`src/verilog/iprb_pkg.sv`:
```
package iprb_pkg;
  // Register byte offsets (chosen map, one aligned word each)
  localparam logic [4:0] OFF_SPI2  = 5'h00;
  localparam logic [4:0] OFF_CAP   = 5'h04;
  localparam logic [4:0] OFF_CMP   = 5'h08;
  localparam logic [4:0] OFF_PMP   = 5'h0C;
  localparam logic [4:0] OFF_I2C2  = 5'h10;
  localparam logic [4:0] OFF_EXT   = 5'h14;
  localparam logic [4:0] OFF_RTC   = 5'h18;
  // Implemented-bit masks per register
  localparam logic [15:0] MASK_SPI2 = 16'h0077;
  localparam logic [15:0] MASK_CAP  = 16'h7770;
  localparam logic [15:0] MASK_CMP  = 16'h7777;
  localparam logic [15:0] MASK_PMP  = 16'h0077;
  localparam logic [15:0] MASK_I2C2 = 16'h0770;
  localparam logic [15:0] MASK_EXT  = 16'h0770;
  localparam logic [15:0] MASK_RTC  = 16'h0700;
  // Field reset value: level four
  localparam logic [2:0]  LEVEL_RST = 3'h4;
  localparam logic [2:0]  LEVEL_OFF = 3'h0;
  localparam logic [1:0]  RESP_OKAY = 2'h0;
  localparam logic [1:0]  RESP_SLVERR = 2'h2;
endpackage

```
`src/verilog/iprb_regs.sv`:
```
`timescale 1ns/1ns
// Functional notes
// - Code 111 selects level seven, the highest.
// - Code 001 is level one; other codes equal their binary value.
// - Code 000 disables the source entirely.
// - Unassigned bits read zero; writes to them are ignored.
// - Each field resets to 100, level four.
// - Field bits are read/write and read back the last write.
// - Register 0: serial event bits 6-4, fault bits 2-0.
// - Register 1: capture 5,4,3 at bits 14-12, 10-8, 6-4.
// - Register 2: compare 7,6,5 upper fields, capture 6 bits 2-0.
// - Register 4: second I2C master bits 10-8, slave bits 6-4.
// - Register 6: calendar clock bits 10-8 only.
module iprb_regs (
  // Clock and reset
  input  wire logic        clk_i,
  input  wire logic        resetn_i,
  // AXI4-Lite write address
  input  wire logic [4:0]  s_axi_awaddr_i,
  input  wire logic        s_axi_awvalid_i,
  output logic             s_axi_awready_o,
  // AXI4-Lite write data
  input  wire logic [31:0] s_axi_wdata_i,
  input  wire logic [3:0]  s_axi_wstrb_i,
  input  wire logic        s_axi_wvalid_i,
  output logic             s_axi_wready_o,
  // AXI4-Lite write response
  output logic [1:0]       s_axi_bresp_o,
  output logic             s_axi_bvalid_o,
  input  wire logic        s_axi_bready_i,
  // AXI4-Lite read
  input  wire logic [4:0]  s_axi_araddr_i,
  input  wire logic        s_axi_arvalid_i,
  output logic             s_axi_arready_o,
  output logic [31:0]      s_axi_rdata_o,
  output logic [1:0]       s_axi_rresp_o,
  output logic             s_axi_rvalid_o,
  input  wire logic        s_axi_rready_i,
  // Priority levels toward arbitration
  output logic [2:0]       serial_if2_event_level_o,
  output logic [2:0]       serial_if2_fault_level_o,
  output logic [2:0]       capture_ch5_level_o,
  output logic [2:0]       capture_ch4_level_o,
  output logic [2:0]       capture_ch3_level_o,
  output logic [2:0]       compare_ch7_level_o,
  output logic [2:0]       compare_ch6_level_o,
  output logic [2:0]       compare_ch5_level_o,
  output logic [2:0]       capture_ch6_level_o,
  output logic [2:0]       parallel_port_level_o,
  output logic [2:0]       compare_ch8_level_o,
  output logic [2:0]       i2c_second_master_level_o,
  output logic [2:0]       i2c_second_slave_level_o,
  output logic [2:0]       external_irq4_level_o,
  output logic [2:0]       external_irq3_level_o,
  output logic [2:0]       calendar_clock_level_o,
  // Per-source enable: level nonzero
  output logic [15:0]      source_enable_o
);

  logic [15:0] spi2_priority_ctrl_q;
  logic [15:0] capture_3_to_5_priority_ctrl_q;
  logic [15:0] compare_5_to_7_capture_6_priority_ctrl_q;
  logic [15:0] parallel_port_compare_8_priority_ctrl_q;
  logic [15:0] i2c_second_priority_ctrl_q;
  logic [15:0] ext_irq_3_4_priority_ctrl_q;
  logic [15:0] rtc_priority_ctrl_q;

  logic        aw_held_q;
  logic [4:0]  aw_addr_q;
  logic        w_held_q;
  logic [31:0] w_data_q;
  logic [3:0]  w_strb_q;
  logic        do_write;
  logic        wr_hit;
  logic [15:0] wmask;
  logic [15:0] wval;
  logic [15:0] rd_val;
  logic        rd_hit;

  // Reset value of a register: each field 100
  function automatic logic [15:0] rst_of(input logic [15:0] m);
    rst_of = m & 16'h4444;
  endfunction

  // Merge masked write, byte lanes honoured
  function automatic logic [15:0] merge(input logic [15:0] cur,
                                        input logic [15:0] m,
                                        input logic [15:0] d,
                                        input logic [15:0] lanes);
    logic [15:0] en;
    en = m & lanes;
    merge = (cur & ~en) | (d & en);
  endfunction

  assign do_write = aw_held_q && w_held_q && !s_axi_bvalid_o;
  assign wval     = w_data_q[15:0];
  assign wmask    = {{8{w_strb_q[1]}}, {8{w_strb_q[0]}}};

  always_comb begin
    wr_hit = 1'b1;
    if (aw_addr_q[4:2] == iprb_pkg::OFF_SPI2[4:2]) begin
    end else if (aw_addr_q[4:2] == iprb_pkg::OFF_CAP[4:2]) begin
    end else if (aw_addr_q[4:2] == iprb_pkg::OFF_CMP[4:2]) begin
    end else if (aw_addr_q[4:2] == iprb_pkg::OFF_PMP[4:2]) begin
    end else if (aw_addr_q[4:2] == iprb_pkg::OFF_I2C2[4:2]) begin
    end else if (aw_addr_q[4:2] == iprb_pkg::OFF_EXT[4:2]) begin
    end else if (aw_addr_q[4:2] == iprb_pkg::OFF_RTC[4:2]) begin
    end else begin
      wr_hit = 1'b0;
    end
  end

  // Write address and data taken independently
  always_ff @(posedge clk_i) begin
    if (!resetn_i) begin
      aw_held_q       <= 1'b0;
      aw_addr_q       <= 5'h00;
      s_axi_awready_o <= 1'b0;
    end else begin
      s_axi_awready_o <= !aw_held_q && !s_axi_awready_o;
      if (s_axi_awvalid_i && s_axi_awready_o) begin
        aw_held_q       <= 1'b1;
        aw_addr_q       <= s_axi_awaddr_i;
        s_axi_awready_o <= 1'b0;
      end else if (do_write) begin
        aw_held_q <= 1'b0;
      end
    end
  end

  always_ff @(posedge clk_i) begin
    if (!resetn_i) begin
      w_held_q       <= 1'b0;
      w_data_q       <= 32'h0000_0000;
      w_strb_q       <= 4'h0;
      s_axi_wready_o <= 1'b0;
    end else begin
      s_axi_wready_o <= !w_held_q && !s_axi_wready_o;
      if (s_axi_wvalid_i && s_axi_wready_o) begin
        w_held_q       <= 1'b1;
        w_data_q       <= s_axi_wdata_i;
        w_strb_q       <= s_axi_wstrb_i;
        s_axi_wready_o <= 1'b0;
      end else if (do_write) begin
        w_held_q <= 1'b0;
      end
    end
  end

  always_ff @(posedge clk_i) begin
    if (!resetn_i) begin
      s_axi_bvalid_o <= 1'b0;
      s_axi_bresp_o  <= iprb_pkg::RESP_OKAY;
    end else if (do_write) begin
      s_axi_bvalid_o <= 1'b1;
      s_axi_bresp_o  <= wr_hit ? iprb_pkg::RESP_OKAY : iprb_pkg::RESP_SLVERR;
    end else if (s_axi_bready_i) begin
      s_axi_bvalid_o <= 1'b0;
    end
  end

  // Register storage; masks keep unassigned bits at zero
  always_ff @(posedge clk_i) begin
    if (!resetn_i) begin
      spi2_priority_ctrl_q                     <= rst_of(iprb_pkg::MASK_SPI2);
      capture_3_to_5_priority_ctrl_q           <= rst_of(iprb_pkg::MASK_CAP);
      compare_5_to_7_capture_6_priority_ctrl_q <= rst_of(iprb_pkg::MASK_CMP);
      parallel_port_compare_8_priority_ctrl_q  <= rst_of(iprb_pkg::MASK_PMP);
      i2c_second_priority_ctrl_q               <= rst_of(iprb_pkg::MASK_I2C2);
      ext_irq_3_4_priority_ctrl_q              <= rst_of(iprb_pkg::MASK_EXT);
      rtc_priority_ctrl_q                      <= rst_of(iprb_pkg::MASK_RTC);
    end else if (do_write) begin
      if (aw_addr_q[4:2] == iprb_pkg::OFF_SPI2[4:2]) begin
        spi2_priority_ctrl_q <= merge(spi2_priority_ctrl_q,
                                      iprb_pkg::MASK_SPI2, wval, wmask);
      end else if (aw_addr_q[4:2] == iprb_pkg::OFF_CAP[4:2]) begin
        capture_3_to_5_priority_ctrl_q <= merge(capture_3_to_5_priority_ctrl_q,
                                                iprb_pkg::MASK_CAP, wval, wmask);
      end else if (aw_addr_q[4:2] == iprb_pkg::OFF_CMP[4:2]) begin
        compare_5_to_7_capture_6_priority_ctrl_q <=
          merge(compare_5_to_7_capture_6_priority_ctrl_q, iprb_pkg::MASK_CMP, wval, wmask);
      end else if (aw_addr_q[4:2] == iprb_pkg::OFF_PMP[4:2]) begin
        parallel_port_compare_8_priority_ctrl_q <=
          merge(parallel_port_compare_8_priority_ctrl_q, iprb_pkg::MASK_PMP, wval, wmask);
      end else if (aw_addr_q[4:2] == iprb_pkg::OFF_I2C2[4:2]) begin
        i2c_second_priority_ctrl_q <= merge(i2c_second_priority_ctrl_q,
                                            iprb_pkg::MASK_I2C2, wval, wmask);
      end else if (aw_addr_q[4:2] == iprb_pkg::OFF_EXT[4:2]) begin
        ext_irq_3_4_priority_ctrl_q <= merge(ext_irq_3_4_priority_ctrl_q,
                                             iprb_pkg::MASK_EXT, wval, wmask);
      end else if (aw_addr_q[4:2] == iprb_pkg::OFF_RTC[4:2]) begin
        rtc_priority_ctrl_q <= merge(rtc_priority_ctrl_q,
                                     iprb_pkg::MASK_RTC, wval, wmask);
      end
    end
  end

  // Read decode
  always_comb begin
    rd_hit = 1'b1;
    rd_val = 16'h0000;
    if (s_axi_araddr_i[4:2] == iprb_pkg::OFF_SPI2[4:2]) begin
      rd_val = spi2_priority_ctrl_q;
    end else if (s_axi_araddr_i[4:2] == iprb_pkg::OFF_CAP[4:2]) begin
      rd_val = capture_3_to_5_priority_ctrl_q;
    end else if (s_axi_araddr_i[4:2] == iprb_pkg::OFF_CMP[4:2]) begin
      rd_val = compare_5_to_7_capture_6_priority_ctrl_q;
    end else if (s_axi_araddr_i[4:2] == iprb_pkg::OFF_PMP[4:2]) begin
      rd_val = parallel_port_compare_8_priority_ctrl_q;
    end else if (s_axi_araddr_i[4:2] == iprb_pkg::OFF_I2C2[4:2]) begin
      rd_val = i2c_second_priority_ctrl_q;
    end else if (s_axi_araddr_i[4:2] == iprb_pkg::OFF_EXT[4:2]) begin
      rd_val = ext_irq_3_4_priority_ctrl_q;
    end else if (s_axi_araddr_i[4:2] == iprb_pkg::OFF_RTC[4:2]) begin
      rd_val = rtc_priority_ctrl_q;
    end else begin
      rd_hit = 1'b0;
    end
  end

  // Read: arready pulses while idle; data one cycle after the address
  always_ff @(posedge clk_i) begin
    if (!resetn_i) begin
      s_axi_arready_o <= 1'b0;
      s_axi_rvalid_o  <= 1'b0;
      s_axi_rdata_o   <= 32'h0000_0000;
      s_axi_rresp_o   <= iprb_pkg::RESP_OKAY;
    end else begin
      s_axi_arready_o <= !s_axi_rvalid_o && !s_axi_arready_o && !s_axi_arvalid_i
                         ? 1'b1 : (!s_axi_rvalid_o && !s_axi_arready_o);
      if (s_axi_arvalid_i && s_axi_arready_o) begin
        s_axi_arready_o <= 1'b0;
        s_axi_rvalid_o  <= 1'b1;
        s_axi_rdata_o   <= {16'h0000, rd_val};
        s_axi_rresp_o   <= rd_hit ? iprb_pkg::RESP_OKAY : iprb_pkg::RESP_SLVERR;
      end else if (s_axi_rvalid_o && s_axi_rready_i) begin
        s_axi_rvalid_o <= 1'b0;
      end
    end
  end

  // registered level outputs, valid cycle after storage updates
  always_ff @(posedge clk_i) begin
    if (!resetn_i) begin
      serial_if2_event_level_o  <= iprb_pkg::LEVEL_RST;
      serial_if2_fault_level_o  <= iprb_pkg::LEVEL_RST;
      capture_ch5_level_o       <= iprb_pkg::LEVEL_RST;
      capture_ch4_level_o       <= iprb_pkg::LEVEL_RST;
      capture_ch3_level_o       <= iprb_pkg::LEVEL_RST;
      compare_ch7_level_o       <= iprb_pkg::LEVEL_RST;
      compare_ch6_level_o       <= iprb_pkg::LEVEL_RST;
      compare_ch5_level_o       <= iprb_pkg::LEVEL_RST;
      capture_ch6_level_o       <= iprb_pkg::LEVEL_RST;
      parallel_port_level_o     <= iprb_pkg::LEVEL_RST;
      compare_ch8_level_o       <= iprb_pkg::LEVEL_RST;
      i2c_second_master_level_o <= iprb_pkg::LEVEL_RST;
      i2c_second_slave_level_o  <= iprb_pkg::LEVEL_RST;
      external_irq4_level_o     <= iprb_pkg::LEVEL_RST;
      external_irq3_level_o     <= iprb_pkg::LEVEL_RST;
      calendar_clock_level_o    <= iprb_pkg::LEVEL_RST;
    end else begin
      serial_if2_event_level_o  <= spi2_priority_ctrl_q[6:4];
      serial_if2_fault_level_o  <= spi2_priority_ctrl_q[2:0];
      capture_ch5_level_o       <= capture_3_to_5_priority_ctrl_q[14:12];
      capture_ch4_level_o       <= capture_3_to_5_priority_ctrl_q[10:8];
      capture_ch3_level_o       <= capture_3_to_5_priority_ctrl_q[6:4];
      compare_ch7_level_o       <= compare_5_to_7_capture_6_priority_ctrl_q[14:12];
      compare_ch6_level_o       <= compare_5_to_7_capture_6_priority_ctrl_q[10:8];
      compare_ch5_level_o       <= compare_5_to_7_capture_6_priority_ctrl_q[6:4];
      capture_ch6_level_o       <= compare_5_to_7_capture_6_priority_ctrl_q[2:0];
      parallel_port_level_o     <= parallel_port_compare_8_priority_ctrl_q[6:4];
      compare_ch8_level_o       <= parallel_port_compare_8_priority_ctrl_q[2:0];
      i2c_second_master_level_o <= i2c_second_priority_ctrl_q[10:8];
      i2c_second_slave_level_o  <= i2c_second_priority_ctrl_q[6:4];
      external_irq4_level_o     <= ext_irq_3_4_priority_ctrl_q[10:8];
      external_irq3_level_o     <= ext_irq_3_4_priority_ctrl_q[6:4];
      calendar_clock_level_o    <= rtc_priority_ctrl_q[10:8];
    end
  end

  // level equals code; zero means disabled
  always_ff @(posedge clk_i) begin
    if (!resetn_i) begin
      source_enable_o <= 16'hFFFF;
    end else begin
      source_enable_o <= {
        spi2_priority_ctrl_q[6:4] != iprb_pkg::LEVEL_OFF,
        spi2_priority_ctrl_q[2:0] != iprb_pkg::LEVEL_OFF,
        capture_3_to_5_priority_ctrl_q[14:12] != iprb_pkg::LEVEL_OFF,
        capture_3_to_5_priority_ctrl_q[10:8] != iprb_pkg::LEVEL_OFF,
        capture_3_to_5_priority_ctrl_q[6:4] != iprb_pkg::LEVEL_OFF,
        compare_5_to_7_capture_6_priority_ctrl_q[14:12] != iprb_pkg::LEVEL_OFF,
        compare_5_to_7_capture_6_priority_ctrl_q[10:8] != iprb_pkg::LEVEL_OFF,
        compare_5_to_7_capture_6_priority_ctrl_q[6:4] != iprb_pkg::LEVEL_OFF,
        compare_5_to_7_capture_6_priority_ctrl_q[2:0] != iprb_pkg::LEVEL_OFF,
        parallel_port_compare_8_priority_ctrl_q[6:4] != iprb_pkg::LEVEL_OFF,
        parallel_port_compare_8_priority_ctrl_q[2:0] != iprb_pkg::LEVEL_OFF,
        i2c_second_priority_ctrl_q[10:8] != iprb_pkg::LEVEL_OFF,
        i2c_second_priority_ctrl_q[6:4] != iprb_pkg::LEVEL_OFF,
        ext_irq_3_4_priority_ctrl_q[10:8] != iprb_pkg::LEVEL_OFF,
        ext_irq_3_4_priority_ctrl_q[6:4] != iprb_pkg::LEVEL_OFF,
        rtc_priority_ctrl_q[10:8] != iprb_pkg::LEVEL_OFF};
    end
  end

  property p_reserved_zero;
    @(posedge clk_i) disable iff (!resetn_i)
      s_axi_rvalid_o |-> (s_axi_rdata_o[31:16] == 16'h0000) && !s_axi_rdata_o[15]
                         && !s_axi_rdata_o[11] && !s_axi_rdata_o[7] && !s_axi_rdata_o[3];
  endproperty
  a_reserved_zero: assert property (p_reserved_zero) else $error("reserved bit read nonzero");

  property p_rtc_mask;
    @(posedge clk_i) disable iff (!resetn_i)
      (rtc_priority_ctrl_q & ~iprb_pkg::MASK_RTC) == 16'h0000;
  endproperty
  a_rtc_mask: assert property (p_rtc_mask) else $error("calendar register stray bit");

  // output follows register one cycle later
  property p_follow;
    @(posedge clk_i) disable iff (!resetn_i)
      $past(resetn_i) |-> calendar_clock_level_o == $past(rtc_priority_ctrl_q[10:8]);
  endproperty
  a_follow: assert property (p_follow) else $error("level output lags wrongly");

  property p_disable;
    @(posedge clk_i) disable iff (!resetn_i)
      ##1 (capture_ch3_level_o == 3'h0) |-> !source_enable_o[11];
  endproperty
  a_disable: assert property (p_disable) else $error("zero level left enabled");

  property p_write_spi2;
    @(posedge clk_i) disable iff (!resetn_i)
      (do_write && aw_addr_q[4:2] == 3'h0 && w_strb_q[0])
        |=> spi2_priority_ctrl_q[7:0] == ($past(w_data_q[7:0]) & 8'h77);
  endproperty
  a_write_spi2: assert property (p_write_spi2) else $error("write not stored");

  // levels back to four under reset
  property p_reset_level;
    @(posedge clk_i)
      !resetn_i |=> (capture_ch5_level_o == iprb_pkg::LEVEL_RST)
                    && (calendar_clock_level_o == iprb_pkg::LEVEL_RST);
  endproperty
  a_reset_level: assert property (p_reset_level) else $error("level not four after reset");

endmodule

```
`config.mk`:
```
export PLATFORM = sky130hd
export DESIGN_NAME = iprb_regs
export DESIGN_NICKNAME = d
export VERILOG_FILES = /design/src/verilog/iprb_pkg.sv /design/src/verilog/iprb_regs.sv
export SDC_FILE = /design/constraint.sdc
export NUM_CORES = 1
export LEC_CHECK = 0
export ABC_AREA = 1
export BUFFER_PORTS_ARGS = -buffer_cell sky130_fd_sc_hd__clkbuf_2
export CORE_AREA = 2 2 90 127
export DETAILED_ROUTE_END_ITERATION = 8
export DIE_AREA = 0 0 92 129
export PLACE_DENSITY = 0.77
export REMOVE_ABC_BUFFERS = 1
export SYNTH_ARGS = -nofsm -noshare
export SYNTH_HDL_FRONTEND = slang
export SYNTH_SLANG_ARGS = --single-unit
```
`constraint.sdc`:
```
create_clock -name clk_i -period 1.4 [get_ports clk_i]
set_input_delay 0.28 -clock clk_i [delete_from_list [all_inputs] [get_ports clk_i]]
set_output_delay 0.28 -clock clk_i [all_outputs]
set_load 0.05 [all_outputs]
```
==> results of run 1 <==
[Yosys cell counts (2+ instances only)]
cell type	number
buf_2	9
inv_1	98
o211ai_1	14
clkinv_1	2
dfxtp_1	150
a31oi_1	3
a21oi_1	42
or3_1	6
nor3_1	7
o21ai_0	64
o22ai_1	3
buf_4	23
a22oi_1	3
nand3_1	17
nor2_1	66
nand4_1	21
nand2_1	107
clkbuf_1	9
[cells in the final DEF (no fill, tap or decap), types with 2 or more instances in the layout]
| master | n |
|---|---|
| a21oi_1 | 42 |
| o211ai_1 | 14 |
| dfxtp_2 | 3 |
| dfxtp_1 | 147 |
| inv_1 | 96 |
| a22oi_1 | 3 |
| nor3_1 | 7 |
| clkinvlp_4 | 5 |
| o21ai_1 | 3 |
| conb_1 | 22 |
| nand2_4 | 2 |
| nand3_2 | 4 |
| buf_2 | 2 |
| clkinv_1 | 2 |
| o22ai_1 | 3 |
| buf_4 | 25 |
| nor2_1 | 65 |
| clkbuf_2 | 106 |
| o21ai_0 | 61 |
| inv_2 | 2 |
| nand2_1 | 104 |
| clkinv_4 | 4 |
| a31oi_1 | 3 |
| or3_1 | 6 |
| nand3_1 | 14 |
| clkbuf_16 | 17 |
| inv_6 | 4 |
| nand4_1 | 21 |
[metrics by stage]
stage,TNS (ns),cells,util (%)
after CTS,-0.00107,934,61.7
after global placement,0,902,56.6
after global routing,-0.000350,937,62.3
after floorplan,-4.40,630,-
after detailed placement,-0.0209,902,56.6
final,0,937,62.3
[final timing paths]
kind,startpoint,end,slack [ns],depth (start not counted)
worst max-delay path,s_axi_rdata_o[8],s_axi_rdata_o[8],0.02,1
worst min-delay path,s_axi_wdata_i[14],w_data_q[14],0.11,3
worst max register to register,s_axi_bvalid_o,flop,0.10,7
worst min register to register,flop,parallel_port_level_o[0],0.43,2
[cell families after synthesis]
family	synth area share (%)
flops	56.2
compound gates	13.0
simple gates	18.6
buf+inv	12.1
other cells	0.0702
[layout make-up]
type                       instances  area (µm²)  area share [%]
sequential                       150        3010            45.1
tap                              141         176            2.65
inverter                         101         382            5.72
clock inverter                    15         124            1.86
timing repair buffer             134         748            11.2
multi-input combinational        379        1810            27.1
clock buffer                      17         425            6.38
[timing repair]
action                                  in CTS  in global routing
buffers inserted                             0                  3
endpoints found under the setup margin       1                 41
hold buffers                                 0                  0
gates resized for setup                      0                 20
pin swaps                                    0                  3
[routing by layer]
metal	track usage, %	vias up	part of all wire [%]
li1	-	2312	-
met1	22.4	2111	38
met2	37.5	171	51
met3	5.56	36	5.6
met4	14.8	0	5.0
met5	0	-	0
[power breakdown]
part | switching (W) | internal [W]
combinational | 0.000476 | 0.000156
clock | 0.00184 | 0.00230
sequential | 0.0000744 | 0.00434
==> impl_results.md, run 1 <==
* Synthesized instance count at 652
* Crit path max-delay family: flip-flops
* Netlist cell types at 26
* Critical path buffers and inverters at 1
* Pleak at 3.27 nW
* Critical Path Source Type: flop
* Layout cells sized above 1 at 23.0%
* Nets at 836
* Fill cells at 938
* Area of the core at 0.0107 mm²
* Reg clk slew, reported paths at 0.07 ns
* DP HPWL at 9250 µm
* Final setup viols at 0
* H-tree Lvls at 4
* Maximum clock rate at 0.725 GHz
* Worst EP arrival at 1.10 ns
* Diodes inserted at 0
* Worst-Skew Late Latency at 0.42 ns
* Routed WL at 12600 µm
* Top cell type's share of synthesized area at 56.2%
* Hold Fails Final Rpt at 0
* Total Power at 0.00918 W
* GPL Wtd Cong at 0.915
* DIE AREA at 0.0119 mm²
* TritonCTS clock tree: built
* Final Worst Setup Slack at 0.0213 ns
* Fin area at 0.00667 mm²
* Sequential area share after synthesis at 56.2%
* Initial Util at 49.9%
* Place WS at -0.0209 ns
* GRT overflow at 0
* Power per Cell Area at 1380 mW/mm²
* Layout area overhead at 24.9%
* Post-place instance area at 0.00606 mm²
* Max-Cap Viols at 0
* Slowest-stage cell, CP: dfxtp_1
* CP cell instances: clkbuf_2
* Via count at 4630
* Post-synth EDFFs at 0
* WL/cell at 13.4 µm
* Post-Syn Area at 0.00534 mm²
* Iter 0 DRT Violations at 305
* Routed Antenna Nets at 0
* Crit Path Category: flop to output pin
* Clock sink count at 150
* Status: complete, no violations
* Vias in the first global route at 4266
* Worst Hold Class: input port to flop
* Worst Path Max Fanout at 2
* Die Span X at 92 µm
* Top_reg_cell synth: dfxtp_1
* Total GRT Usage at 21.4%
* Setup crit end kind: output pin
* Initial antenna violation count at 0
* Die H at 129 µm
* DRC at 0
* Site Rows at 45
* Max Transition Viols Final at 0
* CTS buffer count at 17
* #FFs+latches synth at 150
* Leading post-synthesis cells by cell area: dfxtp_1, nand2_1, inv_1, o21ai_0, nor2_1
* PortBufs at 109
* Worst Path Required at 1.12 ns
* Global-route wire length before repair at 19500 µm
* Syn_area_per_cell at 8.19 µm²
* Pin count of the biggest net entering global routing at 56
* Via/cell ratio at 4.94
* Synth Warn # at 0
* Final worst path period need at 1.38 ns
* Root buf cell: clkbuf_16
* Leading area contributor after synthesis: dfxtp_1
* Worst Skew at 0.00827 ns
* Drt pass-1 iters at 6
* Asr flop ratio synth at 0%
* Max Root-Sink Buffers at 2
* Final Cycle Share at 98.5%
* IO Count at 158
* Final hold slack at 0.106 ns
* Max IR drop VDD at 0.825 mV
* Slowest stage delay, CP at 0.38 ns
No activity file was read; power rests on OpenSTA's default activity.
==> run 2: changes to the inputs <==
--- a/config.mk
+++ b/config.mk
@@ -8,8 +8,9 @@
 export ABC_AREA = 1
 export BUFFER_PORTS_ARGS = -buffer_cell sky130_fd_sc_hd__clkbuf_2
-export CORE_AREA = 2 2 90 127
+export CORE_AREA = 2 2 87 122
 export DETAILED_ROUTE_END_ITERATION = 8
-export DIE_AREA = 0 0 92 129
-export PLACE_DENSITY = 0.77
+export DIE_AREA = 0 0 89 124
+export HOLD_SLACK_MARGIN = 0.12
+export PLACE_DENSITY = 0.83
 export REMOVE_ABC_BUFFERS = 1
 export SYNTH_ARGS = -nofsm -noshare
==> constraint.sdc (replaced) <==
create_clock -name clk_i -period 1.66 [get_ports clk_i]
set_input_delay 0.332 -clock clk_i [delete_from_list [all_inputs] [get_ports clk_i]]
set_output_delay 0.332 -clock clk_i [all_outputs]
set_load 0.1 [all_outputs]
==> impl_results.md, run 2 (synthesized netlist as in run 1, its figures left out) <==
* Final Worst Setup Slack at 0.0579 ns (+0.0366 ns)
* Initial Util at 54.0% (+4.0 points)
* DP HPWL at 8930 µm (-3.4%)
* Final worst path period need at 1.60 ns
* Worst-Skew Late Latency at 0.42 ns (about the same)
* Worst EP arrival at 1.27 ns (+0.17 ns)
* Slowest-stage cell, CP: clkbuf_2
* PortBufs at 109 (unchanged)
* Via count at 4628 (-0.043%)
* Sequential share of power at 45.2% (-2.8 points)
* WL/cell at 13.7 µm (+2.0%)
* Routed WL at 12500 µm (-0.49%)
* Area occupied by registers at 0.00300 mm² (-0.12%)
* Maximum clock rate at 0.624 GHz
* Crit path from: s_axi_rdata_o[8]
* Post_cts resized at 0 (unchanged)
* GRT overflow at 0 (unchanged)
* DRC at 0 (unchanged)
* Pleak at 3.19 nW (-2.2%)
* TritonCTS clock tree: built
* Setup bufs post-CTS at 0 (unchanged)
* Root buf cell: clkbuf_16
* Clock Power Share at 46.2% (+1.1 points)
* R2R cell count at 6 (-1)
* Status: complete, no violations
* Crit path max-delay family: buffers and inverters
* Worst Path Max Fanout at 2 (unchanged)
* Drt pass-1 iters at 5 (-1)
* H-tree Lvls at 4 (unchanged)
* Total GRT Usage at 23.2% (+1.7 points)
* Clock sink count at 150 (unchanged)
* Final Non-Filler Cells at 914 (-2.5%)
* Setup TNS Final at 0 ns (unchanged)
* CP cell instances: clkbuf_2
* Internal cell power at 0.00621 W (-8.6%)
* Vias in the first global route at 4086 (-4.2%)
* Sw Ratio at 24.6% (-1.5 points)
* Hold Fails Final Rpt at 0 (unchanged)
* Site Rows at 43 (-4.4%)
* Worst Path Required at 1.33 ns (+0.21 ns)
* Max IR drop VDD at 0.830 mV (+0.59%)
* Power per Cell Area at 1250 mW/mm² (-8.9%)
* Most frequent cells in the layout: dfxtp_1, clkbuf_2, nand2_1, inv_1, nor2_1
* Worst Skew at 0.00693 ns (-0.00134 ns)
* Critical path buffers and inverters at 1 (unchanged)
* Global-route wire length before repair at 19200 µm (-1.7%)
* Die H at 124 µm (-3.9%)
* Slowest stage delay, CP at 0.48 ns (+0.10 ns)
* Iter 0 DRT Violations at 352 (+15%)
* DIE AREA at 0.0110 mm² (-7.0%)
* Reg-to-Reg Start: s_axi_bvalid_o
* Final core utilization at 66.3% (+3.9 points)
* Worst Hold Class: input port to flop
* Final setup viols at 0 (unchanged)
* Nets at 821 (-1.8%)
* Tightest Pin Transition at 0.587 ns
* Die Span X at 89 µm (-3.3%)
* CTS Hold Bufs at 0 (unchanged)
* Max-Cap Viols at 0 (unchanged)
* Layout cells sized above 1 at 19.3% (-3.7 points)
* Crit Path Category: flop to output pin
* Area of the multi-input gates at 0.00177 mm² (-1.9%)
* Fill cells at 853 (-9.1%)
* Commonest non-fill, non-tap cell in the layout: dfxtp_1
* Max Root-Sink Buffers at 2 (unchanged)
* Place WS at 0.145 ns (+0.165 ns)
* Combinational share of power at 8.6% (+1.7 points)
* Max Transition Viols Final at 0 (unchanged)
* Levels on crit path at 1 (unchanged)
* Diodes inserted at 0 (unchanged)
* IO Count at 158 (unchanged)
* Pin count of the biggest net entering global routing at 84 (+50%)
* Layout area overhead at 22.8%
* Reg2reg setup slack at 0.21 ns (+0.11 ns)
* Setup crit end kind: output pin
* CTS buffer count at 17 (unchanged)
* Worst Setup EP: s_axi_rdata_o[8]
* RSZ-0062 raised after global routing: false
* GPL Wtd Cong at 0.936 (+2.3%)
* Placed cell count at 884 (-2.0%)
* Routed Antenna Nets at 0 (unchanged)
* Final Cycle Share at 96.5%
* Initial antenna violation count at 0 (unchanged)
* Area of the core at 0.00990 mm² (-7.5%)
* Via/cell ratio at 5.06 (+2.5%)
* Reg clk slew, reported paths at 0.06 ns (about the same)
* Slew Limit Headroom at 61.0%
* Critical Path Source Type: flop
* NetSw at 0.00202 W (-15%)
## run 2: stage by stage
| stage | hold WS [ns] | instance area [µm²] | total power [W] |
|---|---|---|---|
| floorplan | 0.401 | 5150 | 0.00430 |
| global placement | 0.418 | 5970 | 0.00448 |
| detailed placement | 0.418 | 5970 | 0.00450 |
| CTS | 0.149 | 6560 | 0.00826 |
| global route | 0.190 | 6560 | 0.00850 |
| finish | 0.157 | 6560 | 0.00823 |
## run 2: how the worst min path moves through the flow
stage | startpoint | to | cells past startpoint
6_report | s_axi_wdata_i[8] | w_data_q[8] | 3
5_1_grt | s_axi_wdata_i[13] | w_data_q[13] | 3
4_1_cts | s_axi_wdata_i[8] | w_data_q[8] | 3
3_5_place_dp | flop | parallel_port_level_o[0] | 2
3_3_place_gp | flop | parallel_port_level_o[0] | 2
2_1_floorplan | resetn_i | capture_ch3_level_o[2] | 1
## run 2: metal layers
metal	vias to the layer above	part of all wire, %	track usage, %
li1	2275	-	-
met1	2115	38	25.7
met2	201	53	41.3
met3	37	6.2	5.30
met4	0	3.0	10.8
met5	-	0	0
## run 2: area by class of cell
cell class | count | share of cell area, %
multi-input combinational | 379 | 27.0
sequential | 150 | 45.8
inverter | 101 | 5.78
clock buffer | 23 | 7.13
timing repair buffer | 119 | 9.88
tap | 135 | 2.57
clock inverter | 7 | 1.85
## run 2: power by group through the flow
stage                     clock (W)  sequential [W]  combinational (W)
after CTS                   0.00384         0.00372           0.000704
after global routing        0.00402         0.00373           0.000751
after global placement            0         0.00379           0.000689
final                       0.00380         0.00372           0.000709
after floorplan                   0         0.00394           0.000366
after detailed placement          0         0.00380           0.000699
